## src/uht_pkg.sv

```systemverilog
package uht_pkg;

    // ------------------------------------------------------------
    // Register offsets
    // ------------------------------------------------------------
    localparam logic [7:0] ADDR_CTRL_A = 8'h00;
    localparam logic [7:0] ADDR_BASE_A = 8'h01;
    localparam logic [7:0] ADDR_LEN_A = 8'h02;
    localparam logic [7:0] ADDR_CTRL_B = 8'h08;
    localparam logic [7:0] ADDR_BASE_B = 8'h09;
    localparam logic [7:0] ADDR_LEN_B = 8'h0A;
    localparam logic [7:0] ADDR_CTRL2 = 8'h0F;

    // ------------------------------------------------------------
    // Host control field positions
    // ------------------------------------------------------------
    localparam int BIT_PREAMBLE = 7;
    localparam int BIT_TOGGLE = 6;
    localparam int BIT_WAIT_FRAME_START = 5;
    localparam int BIT_ISO = 4;
    localparam int BIT_RSVD = 3;
    localparam int BIT_DIR = 2;
    localparam int BIT_ENABLE = 1;
    localparam int BIT_ARM = 0;

    // ------------------------------------------------------------
    // Reset values and sizes
    // ------------------------------------------------------------
    localparam logic [7:0] CTRL_RST = 8'h00;
    localparam logic [7:0] BASE_RST = 8'h00;
    localparam logic [7:0] LEN_RST = 8'h00;
    localparam logic [7:0] RDATA_RST = 8'h00;
    localparam int FIFO_WIDTH = 8;
    localparam int FIFO_DEPTH = 16;

    // ------------------------------------------------------------
    // Types
    // ------------------------------------------------------------
    typedef struct packed {
        logic [7:0] ctrl;
        logic [7:0] base;
        logic [7:0] len;
    } uht_set_t;

    typedef struct packed {
        logic set_b;
        logic preamble;
        logic data1;
        logic iso;
        logic out_dir;
        logic [7:0] length;
    } uht_xfer_t;

    typedef enum logic [1:0] {
        ST_IDLE,
        ST_WAIT,
        ST_RUN,
        ST_DRAIN
    } uht_state_t;

endpackage

```

## src/uht_fifo.sv

```systemverilog
`timescale 1ns/1ps
module uht_fifo
    import uht_pkg::*;
#(
    parameter int WIDTH = FIFO_WIDTH,
    parameter int DEPTH = FIFO_DEPTH
) (
    input wire logic i_clk,
    input wire logic i_rst_n,
    input wire logic i_flush,
    input wire logic i_in_valid,
    input wire logic [WIDTH-1:0] i_in_data,
    output logic o_in_ready,
    output logic o_out_valid,
    output logic [WIDTH-1:0] o_out_data,
    input wire logic i_out_ready,
    output logic [$clog2(DEPTH):0] o_count
);
    localparam int AW = $clog2(DEPTH);

    typedef struct packed {
        logic [DEPTH-1:0][WIDTH-1:0] mem;
        logic [AW-1:0] wr;
        logic [AW-1:0] rd;
        logic [AW:0] count;
        logic [WIDTH-1:0] head;
        logic valid;
        logic full;
    } uht_fifo_state_t;

    uht_fifo_state_t s_ff;
    uht_fifo_state_t nxt_s;
    logic push;
    logic pop;

    // ------------------------------------------------------------
    // Next state
    // ------------------------------------------------------------
    always_comb begin
        push = i_in_valid & ~s_ff.full;
        pop = s_ff.valid & i_out_ready;
        nxt_s = s_ff;
        if (i_flush) begin
            nxt_s.wr = '0;
            nxt_s.rd = '0;
            nxt_s.count = '0;
        end else begin
            if (push) begin
                nxt_s.mem[s_ff.wr] = i_in_data;
                nxt_s.wr = AW'(s_ff.wr + 1'b1);
            end
            if (pop) begin
                nxt_s.rd = AW'(s_ff.rd + 1'b1);
            end
            nxt_s.count = (AW+1)'(s_ff.count + (AW+1)'(push) - (AW+1)'(pop));
        end
        nxt_s.head = nxt_s.mem[nxt_s.rd];
        nxt_s.valid = (nxt_s.count != '0);
        nxt_s.full = (nxt_s.count == (AW+1)'(DEPTH));
    end

    always_ff @(posedge i_clk) begin
        if (!i_rst_n) begin
            s_ff <= '0;
        end else begin
            s_ff <= nxt_s;
        end
    end

    assign o_in_ready = ~s_ff.full;
    assign o_out_valid = s_ff.valid;
    assign o_out_data = s_ff.head;
    assign o_count = s_ff.count;

endmodule

```

## src/uht_transfer.sv

```systemverilog
`timescale 1ns/1ps
// Function
// Preamble bit sends preamble before low-speed packet
// Software sets preamble only for hub-attached low-speed
// Via hub: full speed, full polarity, preamble set
// Direct low-speed mode ignores the preamble bit
// Toggle selects DATA0/DATA1, OUT transfers only
// Frame-start wait holds packet until after SOF
// Frame-start wait is used only at full speed
// Isochronous bit marks packet as isochronous
// Control bit three is reserved, no function
// Direction one is OUT, zero is IN
// Transfer runs only with enable and arm set
// Arm clears itself together with completion pulse
// Software programs set registers, then writes control
// Two identical control registers, sets A and B
// Base register points into packet buffer
// Both base registers may be loaded before arming
// Double buffering may split DATA0 and DATA1 buffers
// Set B used only after control 0Fh write
// Reset clears arm bits of both control registers
// Sets overlap; finished set hands over to other
// Buffer address steps by one per data byte
module uht_transfer
    import uht_pkg::*;
#(
    parameter int DEPTH = FIFO_DEPTH
) (
    input wire logic i_clk,
    input wire logic i_rst_n,
    input wire logic i_reg_wr,
    input wire logic i_reg_rd,
    input wire logic [7:0] i_reg_addr,
    input wire logic [7:0] i_reg_wdata,
    output logic [7:0] o_reg_rdata,
    input wire logic i_engine_low_speed,
    input wire logic i_engine_busy,
    input wire logic i_sof_sent,
    input wire logic i_engine_done,
    output logic o_xfer_req,
    output uht_xfer_t o_xfer,
    output logic [7:0] o_tx_data,
    output logic o_tx_valid,
    input wire logic i_tx_ready,
    input wire logic [7:0] i_rx_data,
    input wire logic i_rx_valid,
    output logic o_rx_ready,
    output logic o_buf_re,
    output logic o_buf_we,
    output logic [7:0] o_buf_addr,
    output logic [7:0] o_buf_wdata,
    input wire logic [7:0] i_buf_rdata,
    output logic o_done,
    output logic o_busy
);
    localparam int CW = $clog2(DEPTH) + 1;
    localparam logic [CW-1:0] ROOM_LIMIT = CW'(DEPTH - 3);

    typedef struct packed {
        uht_set_t [1:0] sets;
        logic ext_mode;
        uht_state_t st;
        logic cur_b;
        logic last_b;
        logic [7:0] addr;
        logic [7:0] issued;
        logic rd_pend;
        logic [7:0] rdata;
        logic req;
        uht_xfer_t xfer;
        logic done;
        logic buf_re;
        logic buf_we;
        logic [7:0] buf_addr;
        logic [7:0] buf_wdata;
        logic rx_ready;
        logic flush;
        logic busy;
    } uht_top_state_t;

    uht_top_state_t s_ff;
    uht_top_state_t nxt_s;

    logic fifo_in_valid;
    logic [7:0] fifo_in_data;
    logic fifo_in_ready;
    logic fifo_out_valid;
    logic [7:0] fifo_out_data;
    logic fifo_out_ready;
    logic [CW-1:0] fifo_count;
    logic go_a;
    logic go_b;
    logic [7:0] cur_ctrl;
    logic cur_out;

    // ------------------------------------------------------------
    // Data buffer between packet memory and serial engine
    // ------------------------------------------------------------
    always_comb begin
        cur_ctrl = s_ff.sets[s_ff.cur_b].ctrl;
        cur_out = cur_ctrl[BIT_DIR];
        if (cur_out) begin
            fifo_in_valid = s_ff.rd_pend;
            fifo_in_data = i_buf_rdata;
            fifo_out_ready = i_tx_ready;
        end else begin
            fifo_in_valid = i_rx_valid & s_ff.rx_ready;
            fifo_in_data = i_rx_data;
            fifo_out_ready = (s_ff.st == ST_RUN) || (s_ff.st == ST_DRAIN);
        end
    end

    uht_fifo #(
        .WIDTH(8),
        .DEPTH(DEPTH)
    ) u_fifo (
        .i_clk(i_clk),
        .i_rst_n(i_rst_n),
        .i_flush(s_ff.flush),
        .i_in_valid(fifo_in_valid),
        .i_in_data(fifo_in_data),
        .o_in_ready(fifo_in_ready),
        .o_out_valid(fifo_out_valid),
        .o_out_data(fifo_out_data),
        .i_out_ready(fifo_out_ready),
        .o_count(fifo_count)
    );

    // ------------------------------------------------------------
    // Next state
    // ------------------------------------------------------------
    always_comb begin
        nxt_s = s_ff;
        nxt_s.req = 1'b0;
        nxt_s.done = 1'b0;
        nxt_s.buf_re = 1'b0;
        nxt_s.buf_we = 1'b0;
        nxt_s.flush = 1'b0;
        nxt_s.rd_pend = s_ff.buf_re;

        // ------------------------------------------------------------
        // Start condition per set
        // ------------------------------------------------------------
        go_a = s_ff.sets[0].ctrl[BIT_ENABLE] & s_ff.sets[0].ctrl[BIT_ARM];
        go_b = s_ff.ext_mode
            & s_ff.sets[1].ctrl[BIT_ENABLE] & s_ff.sets[1].ctrl[BIT_ARM];

        unique case (s_ff.st)
            ST_IDLE: begin
                if (go_a && go_b) begin
                    nxt_s.cur_b = ~s_ff.last_b;
                    nxt_s.st = ST_WAIT;
                end else if (go_a || go_b) begin
                    nxt_s.cur_b = go_b;
                    nxt_s.st = ST_WAIT;
                end
            end
            ST_WAIT: begin
                if (!(s_ff.cur_b ? go_b : go_a)) begin
                    nxt_s.st = ST_IDLE;
                end else if (cur_ctrl[BIT_WAIT_FRAME_START] ? i_sof_sent
                                                            : !i_engine_busy) begin
                    nxt_s.req = 1'b1;
                    nxt_s.xfer.set_b = s_ff.cur_b;
                    nxt_s.xfer.preamble = cur_ctrl[BIT_PREAMBLE]
                        & ~i_engine_low_speed;
                    nxt_s.xfer.data1 = cur_ctrl[BIT_TOGGLE] & cur_out;
                    nxt_s.xfer.iso = cur_ctrl[BIT_ISO];
                    nxt_s.xfer.out_dir = cur_out;
                    nxt_s.xfer.length = s_ff.sets[s_ff.cur_b].len;
                    nxt_s.addr = s_ff.sets[s_ff.cur_b].base;
                    nxt_s.issued = 8'h00;
                    nxt_s.flush = 1'b1;
                    nxt_s.st = ST_RUN;
                end
            end
            ST_RUN: begin
                if (i_engine_done) begin
                    if (cur_out) begin
                        nxt_s.flush = 1'b1;
                        nxt_s.done = 1'b1;
                        nxt_s.sets[s_ff.cur_b].ctrl[BIT_ARM] = 1'b0;
                        nxt_s.last_b = s_ff.cur_b;
                        nxt_s.st = ST_IDLE;
                    end else begin
                        nxt_s.st = ST_DRAIN;
                    end
                end else if (cur_out && (s_ff.issued != s_ff.xfer.length)
                             && !s_ff.buf_re && !s_ff.rd_pend
                             && (fifo_count <= ROOM_LIMIT)) begin
                    nxt_s.buf_re = 1'b1;
                    nxt_s.buf_addr = s_ff.addr;
                    nxt_s.addr = 8'(s_ff.addr + 8'h01);
                    nxt_s.issued = 8'(s_ff.issued + 8'h01);
                end
            end
            ST_DRAIN: begin
                if (!fifo_out_valid) begin
                    nxt_s.done = 1'b1;
                    nxt_s.sets[s_ff.cur_b].ctrl[BIT_ARM] = 1'b0;
                    nxt_s.last_b = s_ff.cur_b;
                    nxt_s.st = ST_IDLE;
                end
            end
        endcase

        // ------------------------------------------------------------
        // Received bytes go to packet memory
        // ------------------------------------------------------------
        if (!cur_out && fifo_out_valid && fifo_out_ready) begin
            nxt_s.buf_we = 1'b1;
            nxt_s.buf_addr = s_ff.addr;
            nxt_s.buf_wdata = fifo_out_data;
            nxt_s.addr = 8'(s_ff.addr + 8'h01);
        end

        // ------------------------------------------------------------
        // Registered back-pressure toward the serial engine
        // ------------------------------------------------------------
        nxt_s.rx_ready = (nxt_s.st == ST_RUN) && !nxt_s.xfer.out_dir
            && fifo_in_ready && (fifo_count <= ROOM_LIMIT);

        // ------------------------------------------------------------
        // Busy flag
        // ------------------------------------------------------------
        nxt_s.busy = (nxt_s.st != ST_IDLE);

        // ------------------------------------------------------------
        // Register writes, applied last so a set beats the hardware clear
        // ------------------------------------------------------------
        if (i_reg_wr) begin
            unique case (i_reg_addr)
                ADDR_CTRL_A: begin
                    nxt_s.sets[0].ctrl = i_reg_wdata;
                    nxt_s.sets[0].ctrl[BIT_RSVD] = 1'b0;
                end
                ADDR_CTRL_B: begin
                    nxt_s.sets[1].ctrl = i_reg_wdata;
                    nxt_s.sets[1].ctrl[BIT_RSVD] = 1'b0;
                end
                ADDR_BASE_A: nxt_s.sets[0].base = i_reg_wdata;
                ADDR_BASE_B: nxt_s.sets[1].base = i_reg_wdata;
                ADDR_LEN_A: nxt_s.sets[0].len = i_reg_wdata;
                ADDR_LEN_B: nxt_s.sets[1].len = i_reg_wdata;
                ADDR_CTRL2: nxt_s.ext_mode = 1'b1;
                default: begin
                end
            endcase
        end

        // ------------------------------------------------------------
        // Register reads
        // ------------------------------------------------------------
        if (i_reg_rd) begin
            unique case (i_reg_addr)
                ADDR_CTRL_A: nxt_s.rdata = s_ff.sets[0].ctrl;
                ADDR_CTRL_B: nxt_s.rdata = s_ff.sets[1].ctrl;
                ADDR_BASE_A: nxt_s.rdata = s_ff.sets[0].base;
                ADDR_BASE_B: nxt_s.rdata = s_ff.sets[1].base;
                ADDR_LEN_A: nxt_s.rdata = s_ff.sets[0].len;
                ADDR_LEN_B: nxt_s.rdata = s_ff.sets[1].len;
                default: nxt_s.rdata = RDATA_RST;
            endcase
        end
    end

    // ------------------------------------------------------------
    // State register
    // ------------------------------------------------------------
    always_ff @(posedge i_clk) begin
        if (!i_rst_n) begin
            s_ff <= '0;
            s_ff.sets[0].ctrl <= CTRL_RST;
            s_ff.sets[1].ctrl <= CTRL_RST;
            s_ff.sets[0].base <= BASE_RST;
            s_ff.sets[1].base <= BASE_RST;
            s_ff.sets[0].len <= LEN_RST;
            s_ff.sets[1].len <= LEN_RST;
            s_ff.st <= ST_IDLE;
        end else begin
            s_ff <= nxt_s;
        end
    end

    // ------------------------------------------------------------
    // Outputs
    // ------------------------------------------------------------
    assign o_reg_rdata = s_ff.rdata;
    assign o_xfer_req = s_ff.req;
    assign o_xfer = s_ff.xfer;
    assign o_tx_data = fifo_out_data;
    assign o_tx_valid = fifo_out_valid;
    assign o_rx_ready = s_ff.rx_ready;
    assign o_buf_re = s_ff.buf_re;
    assign o_buf_we = s_ff.buf_we;
    assign o_buf_addr = s_ff.buf_addr;
    assign o_buf_wdata = s_ff.buf_wdata;
    assign o_done = s_ff.done;
    assign o_busy = s_ff.busy;

endmodule

```

## config.mk

```make
export PLATFORM = sky130hd
export DESIGN_NAME = uht_transfer
export DESIGN_NICKNAME = d
export VERILOG_FILES = /design/src/uht_pkg.sv /design/src/uht_fifo.sv /design/src/uht_transfer.sv
export SDC_FILE = /design/constraint.sdc
export NUM_CORES = 1
export LEC_CHECK = 0
export BUFFER_PORTS_ARGS = -buffer_cell sky130_fd_sc_hd__buf_2
export CORE_MARGIN = 10
export CORE_UTILIZATION = 54
export CTS_CLUSTER_DIAMETER = 80
export DETAILED_ROUTE_END_ITERATION = 16
export PLACE_DENSITY = 0.73
export SETUP_SLACK_MARGIN = 0.4
export SLEW_MARGIN = 40
export SYNTH_ARGS = -nofsm -noshare
export SYNTH_HDL_FRONTEND = slang
export SYNTH_SLANG_ARGS = --single-unit
```

## constraint.sdc

```tcl
create_clock -name i_clk -period 4.02 [get_ports i_clk]
set_input_delay 0.201 -clock i_clk [delete_from_list [all_inputs] [get_ports i_clk]]
set_output_delay 0.201 -clock i_clk [all_outputs]
set_load 0.01 [all_outputs]
```

# After elaboration in Yosys (flattened, before gate mapping)
# Cells that the tools add are included.
dict set report word_totals {
  word_cells 204
  out_inout_bits 52
  ff_bits 265
  input_bits 42
}
dict set report op_classes {
  n_addsub 6
  bitwise 13
  magnitude_cmp 6
  n_reduce_logical 39
  n_mux 65
  eq_ne 24
}
# operator n
set op_table {}
lappend op_table {{two-way mux 48 bit} 3}
lappend op_table {{two-way mux 132 bit} 1}
lappend op_table {{bitwise mux 128 bit} 1}
lappend op_table {{two-way mux 128 bit} 1}
lappend op_table {{two-way mux 8 bit} 13}
lappend op_table {{case mux 48 bit (2 select lines)} 1}
lappend op_table {{two-way mux 16 bit} 4}
lappend op_table {{two-way mux 49 bit} 1}
lappend op_table {{bitwise mux 48 bit} 1}
lappend op_table {{two-way mux 24 bit} 2}
lappend op_table {{case mux 8 bit (6 select lines)} 1}
lappend op_table {{two-way mux 17 bit} 2}
lappend op_table {{binary-select mux 8 bit (select 4 bit)} 1}
lappend op_table {{demux 8 bit (select 4 bit)} 1}
lappend op_table {{== test 8 x 4 -> 1 bit, second input constant} 4}
lappend op_table {{case mux 16 bit (2 select lines)} 1}
lappend op_table {{two-way mux 9 bit} 3}
lappend op_table {{demux 24 bit (select 1 bit)} 1}
lappend op_table {{adder 8 x 1 -> 8 bit, second input constant} 2}
lappend op_table {{two-way mux 1 bit} 14}
lappend op_table {{two-way mux 14 bit} 1}
lappend op_table {{logical AND 1 bit} 12}
lappend op_table {{!= test 2 bit, second input constant} 6}
lappend op_table {{nonzero test 2 bit} 6}
lappend op_table {{37 further kinds} 70}

# Depth between registers and ports, before layout
dict set report logic_depth {
  word_depth 10
  ltp_mapped 16
  mapped_depth_nobuf 16
}

# Cells and area by module
# A second synthesis with hierarchy kept.
dict set report unflattened {
  hier_cells 1741
  area_unflattened_um2 13862.0
}
# mod instances cells_each seq_area_each_um2 area_per_inst_um2
set modules_own_cells {}
lappend modules_own_cells {uht_fifo 1 1073 3022.9 8121.5}
lappend modules_own_cells {uht_transfer 1 668 2282.2 5740.5}

# Worst setup path before layout
# Ideal clock, no wire load.
dict set report synth_timing {
  path_kind {reg2reg}
  startpoint {register s_ff[62] in the netlist's numbering}
  endpoint {register u_fifo.s_ff (netlist bit u_fifo.o_out_valid)}
  stages_incl_launch_ff 16
  required_time_ns 3.906
  path_slack_ns 0.934
  period_less_slack_ns 3.086
  setup_time_ns 0.114
  t_arrival_ns 2.972
  n_path_buf 3
  cell_sequence {dfxtp_1 > buf_6 > mux2_4 > mux2_4 > inv_2 > buf_2 > buf_1 > ha_1 > inv_1 > fa_1 > inv_1 > a21o_1 > a21oi_1 > xor2_1 > nor2_1 > a21o_1}
}
dict set report synth_between {
  elab_chain_len 8
  elab_cells_between_ends 10
  classes_between {2 x add/sub; 5 x mux; 2 x bitwise; 1 x reduce/logical}
}
# element line
set synth_lines {}
lappend synth_lines {{start: declaration} uht_transfer.sv:81} ;# uht_top_state_t s_ff;
lappend synth_lines {{start signal: assignment} uht_transfer.sv:281} ;# s_ff <= nxt_s;
lappend synth_lines {{two-way mux 24 bit (2 in series)} --}
lappend synth_lines {{two-way mux 1 bit} uht_transfer.sv:102} ;# if (cur_out) begin
lappend synth_lines {{bitwise AND 1 bit} uht_fifo.sv:40} ;# push = i_in_valid & ~s_ff.full;
lappend synth_lines {{net u_fifo.push} uht_fifo.sv:33} ;# logic push;
lappend synth_lines {{adder 5 x 1 -> 5 bit} uht_fifo.sv:55} ;# nxt_s.count = (AW+1)'(s_ff.count + (AW+1)'(push) - (AW+1)'(pop));
lappend synth_lines {{subtractor 5 x 1 -> 5 bit} uht_fifo.sv:55}
lappend synth_lines {{two-way mux 9 bit} uht_fifo.sv:43} ;# if (i_flush) begin
lappend synth_lines {{nonzero test 5 bit} uht_fifo.sv:58} ;# nxt_s.valid = (nxt_s.count != '0);
lappend synth_lines {{end signal: assignment} uht_fifo.sv:66} ;# s_ff <= nxt_s;
lappend synth_lines {{end: declaration} uht_fifo.sv:31} ;# uht_fifo_state_t s_ff;
# The timed path passes the listed nets, and every way through them passes these cells. The select of a mux whose other input is x is not followed.
# A chain may end at the register's enable or synchronous reset.

# Final worst setup path
dict set report layout_timing {
  startpoint {register s_ff[63] in the netlist's numbering}
  endpoint {register u_fifo.s_ff (netlist bit u_fifo.o_out_data[0])}
}
dict set report layout_between {
  elab_chain_len 8
  elab_cells_between_ends 9
  classes_between {2 x eq/ne; 5 x mux; 1 x bitwise; 1 x reduce/logical}
}
# element line
set layout_lines {}
lappend layout_lines {{== test 2 bit} uht_transfer.sv:109} ;# fifo_out_ready = (s_ff.st == ST_RUN) || (s_ff.st == ST_DRAIN);
lappend layout_lines {{logical OR 1 bit (*)} uht_transfer.sv:109}
lappend layout_lines {{two-way mux 1 bit (*)} uht_transfer.sv:102}
lappend layout_lines {{bitwise AND 1 bit (*)} uht_fifo.sv:41} ;# pop = s_ff.valid & i_out_ready;
lappend layout_lines {{two-way mux 4 bit (*)} uht_fifo.sv:52} ;# if (pop) begin
lappend layout_lines {{two-way mux 9 bit (*)} uht_fifo.sv:43}
lappend layout_lines {{binary-select mux 8 bit (select 4 bit) (*)} uht_fifo.sv:57} ;# nxt_s.head = nxt_s.mem[nxt_s.rd];
lappend layout_lines {{two-way mux 8 bit (not written as such) (*)} uht_fifo.sv:57}
# Mark *: on every way between the ends. The rest lies on a longest branch, timed or not. The select of a mux whose other input is x is not followed.

==> results <==
- STA classifies the critical path startpoint as a flip-flop.
- The HPWL after detailed placement is 27,100 um.
- The number of library cell types mapped by synthesis is 73.
- In this run the number of H-tree levels came out at 1.
- The worst path required time is approximately 4.4 ns.
- The number of buffers and inverters on the critical path is 3.
- Each instance of the synthesized netlist takes up on average between 8 and 9 um^2.
- Of all flip-flops after synthesis, the portion carrying an async set or reset was 0%.
- The predominant post-synthesis flop cell is sky130_fd_sc_hd__dfxtp_1.
- The number of diodes added for antenna fixing is 0.
- The via count of the first global-routing pass is 11,000.
- By startpoint and endpoint, the worst setup path is classified as reg2reg.
- The number of buffers added by the clock tree synthesis step is 28.
- On the critical path, the stage with the largest delay is an instance of sky130_fd_sc_hd__mux2_2.
- The max-cap check violation count is 0.
- The filler cell count in the final layout is 2,113.
- The number of antenna violations at the first check in global routing is 0.
- The maximum root-to-sink buffer count is 3.
- The cell total after placement is between 1,500 and 2,000.
- After floorplanning, the core was sized to cover 23,500 um^2.
- Adding up every negative setup slack in the final design gives 0 ns.
- The die is 175 um tall.
- Once layout is complete, the cells apart from fillers number 1,913.
- Across every metal layer, demand over resource in global routing totals 24.1%.
- The minimum clock period after layout is 3.40 ns.
- The vias after detailed routing is 11,600.
- Of the cells placed in the final design, the portion with a size suffix greater than 1 is 14.3%.
- The signal on the critical path passes through inv_1 -> ha_1 -> o21a_1 -> mux2i_4 -> buf_4 -> mux2_2 -> buf_4 -> o21ai_0 -> o21ai_0 -> nor3b_1 -> a211oi_1 -> nand4_1.
- The net count after synthesis is 1,622.
- The first TritonRoute pass finished after 5 iterations.
- Summing all placed instances gives a cell area of 13,400 um^2.
- The congestion estimate from routability-driven global placement came to 0.986.
- With fillers left out, the area of the finished cells amounts to 14,500 um^2.
- Synthesis produced 1,558 cells.
- Measured along the x axis, the die boundary spans 175 um.
- CTS placed an instance of sky130_fd_sc_hd__clkbuf_16 at the clock tree root.
- The multi-input combinational cells in the finished layout cover a total of 6790 um^2.
- Global routing finished with a remaining overflow of 0.
- The design draws 6.02 mW.
- The number of I/O port buffers is 93.
- Yosys printed 0 warnings.
- Wires add up to between 30,000 and 40,000 um.
- Counting flops and latches in the post-synthesis netlist gives about 270.
- The number of DRC violations after detailed-routing iteration 0 is 1,378.
- The run finished with clean final reports.
- Summing every instance area after synthesis gives 12,900 um^2.
- Measured against its own limit, the worst slew margin works out to 47.4%.
- The count of nets after finishing is 1,637.
- 94 I/O pins were placed.
- Entering global routing, the biggest net connects 137 pins.
- The path class of the tightest hold or removal check is in2reg.
- In this run the worst path has a maximum fanout of 22.
- After clock tree synthesis, the clock-pin slew on the worst setup and hold paths is 0.06 ns.
- For this run, the top clock speed supported by timing is 294 MHz.
- From synthesis to final layout, the design area changed by 11.9%.
- The total count of hold-check failures in the final report is 0.
- The number of setup violations in the final report is 0.
- The total power per unit cell area is ~420 nW/um^2.
- The delay of the slowest cell on the worst path is around 0.46 ns.
- In this run the remaining antenna-violating nets after routing total 0.
- The leakage dissipation is around 5.6 nW.
- In the routed design, unresolved DRC markers number 0.
- The capturing element type of the critical path is a flip-flop.
- The TritonCTS clock tree is built.
- Data arrives at the worst endpoint at around 3.8 ns.
- The most common cell after layout, fill and taps aside is sky130_fd_sc_hd__dfxtp_1.
- Sequential elements use 41.0% of the synthesized area.
- After floorplanning, the core was divided into 56 placement rows.
- Between clock sinks in the finished design, the worst skew comes to 0.0176 ns.
- The footprint of the flip-flops and latches is ~5300 um^2.
- For the pin with the worst max-slew slack, the measured transition is 0.790 ns.
- The first global-routing pass estimated 61,100 um of wire.
- The number of max-slew violations in the final report is 0.
- In the finished design, the share of the clock period the worst path needs comes to a little over four fifths.
- The clock drives around 270 sinks.
- The maximum VDD drop is 0.258 mV.
- The initial core utilization is 54.9%.
- The number of vias per cell after detailed routing is 6.06.
- In the layout the commonest cells are sky130_fd_sc_hd__dfxtp_1 (265), sky130_fd_sc_hd__nor2_1 (255), sky130_fd_sc_hd__nand2_1 (136), sky130_fd_sc_hd__a211oi_1 (127), sky130_fd_sc_hd__buf_2 (93).
- Setup repair after global routing could not meet its margin everywhere.
- In this design, the largest share of critical-path delay is due to compound AO/OA/AOI/OAI gates.
- In the final routed layout, each cell accounts on average for 20.1 um.
- The die outline area is 30,500 um^2.
- The clock latency at the later pin of the worst-skew pair is between 0.5 and 0.6 ns.
- The number of flops mapped to enable cells by yosys is 0.
==> stage by stage <==
| step | utilization [%] | setup WS, ns | hold slack (ns) |
|---|---|---|---|
| after CTS | 61.3 | 0.574 | 0.0105 |
| after floorplan | - | 0.934 | 0.345 |
| final | 61.5 | 0.619 | 0.0222 |
| after global routing | 61.5 | 0.392 | 0.0287 |
| after global placement | 56.7 | 0.681 | 0.438 |
| after detailed placement | 56.7 | 0.593 | 0.443 |
==> routing by layer <==
layer	track usage, %	wire (um)
met3	3.79	3590
met4	5.12	639
met2	36.9	16600
met5	0	0
met1	34.8	17500
==> logic make-up (layout without fill, tap and decap cells) <==
logic type,after synthesis,in the layout,share of synthesized area (%)
buffers and inverters,183,219,6.98
AO/OA/AOI/OAI,397,397,20.9
multiplexers,87,87,7.19
flip-flops,265,265,41.0
AND/OR/NAND/NOR,582,582,20.3
XOR/XNOR,22,22,1.49
adder cells (fa/ha/maj),22,22,2.19
==> layout make-up <==
cell class,count,share of cell area (%)
timing repair buffer,144,6.09
inverter,24,0.674
sequential,265,36.6
clock inverter,10,0.899
clock buffer,41,6.08
tap,319,2.76
multi-input combinational,1110,46.9
==> state kept, by name, indices dropped and copies added, names as in the netlist <==
signal,cells
u_fifo.s_ff,137
s_ff,71
o_xfer,13
o_buf_addr,8
o_buf_wdata,8
o_reg_rdata,8
u_fifo.o_out_data,8
u_fifo.o_count,5
o_buf_re,1
o_buf_we,1
o_busy,1
o_done,1
o_rx_ready,1
o_xfer_req,1
u_fifo.o_out_valid,1
==> power by group <==
| group | switching (mW) | internal [mW] | leakage [nW] |
|---|---|---|---|
| Sequential | 0.0438 | 2.67 | 2.14 |
| Combinational | 0.358 | 0.184 | 2.94 |
| Clock | 1.07 | 1.70 | 0.500 |
==> synthesized netlist by cell type (16+ instances only) <==
cell type	number	area share, %
sky130_fd_sc_hd__nand2b_1	16	0.77
sky130_fd_sc_hd__a22oi_1	16	0.93
sky130_fd_sc_hd__a21oi_1	62	2.4
sky130_fd_sc_hd__nand3_1	39	1.5
sky130_fd_sc_hd__nor2_1	256	7.4
sky130_fd_sc_hd__clkbuf_1	83	2.4
sky130_fd_sc_hd__and2_1	17	0.82
sky130_fd_sc_hd__a211oi_1	127	7.4
sky130_fd_sc_hd__inv_1	23	0.67
sky130_fd_sc_hd__mux2i_1	75	5.8
sky130_fd_sc_hd__buf_2	17	0.66
sky130_fd_sc_hd__xor2_1	19	1.3
sky130_fd_sc_hd__buf_4	46	2.7
sky130_fd_sc_hd__ha_1	21	2.0
sky130_fd_sc_hd__dfxtp_1	265	41
sky130_fd_sc_hd__nand2_1	136	3.9
sky130_fd_sc_hd__o21ai_0	80	3.1
sky130_fd_sc_hd__nor3_1	42	1.6
==> path summary, 6_finish.rpt <==
check / from / endpoint / slack (ns) / cells past startpoint
max: s_ff[63] / u_fifo.o_out_data[0] / 0.62 / 12
max reg2reg: s_ff[63] / u_fifo.o_out_data[0] / 0.62 / 12
min: i_reg_wdata[0] / s_ff[106] / 0.02 / 3
min reg2reg: o_buf_wdata[3] / o_buf_wdata[3] / 0.45 / 2
==> worst reg2reg max path, cell delays in order (launching register included) <==
cell                       delay, ns
sky130_fd_sc_hd__dfxtp_1        0.39
sky130_fd_sc_hd__inv_1          0.10
sky130_fd_sc_hd__ha_1           0.35
sky130_fd_sc_hd__o21a_1         0.29
sky130_fd_sc_hd__mux2i_4        0.30
sky130_fd_sc_hd__buf_4          0.25
sky130_fd_sc_hd__mux2_2         0.46
sky130_fd_sc_hd__buf_4          0.28
sky130_fd_sc_hd__o21ai_0        0.11
sky130_fd_sc_hd__o21ai_0        0.15
sky130_fd_sc_hd__nor3b_1        0.18
sky130_fd_sc_hd__a211oi_1       0.29
sky130_fd_sc_hd__nand4_1        0.13
==> timing repair <==
item                       4_1_cts  5_1_grt
hold buffers                     7        0
setup endpoints to repair        0       20
setup buffers                    0        4
hold endpoints to repair        21        0
resized for setup                0        4
No activity file was read; power rests on OpenSTA's default activity.
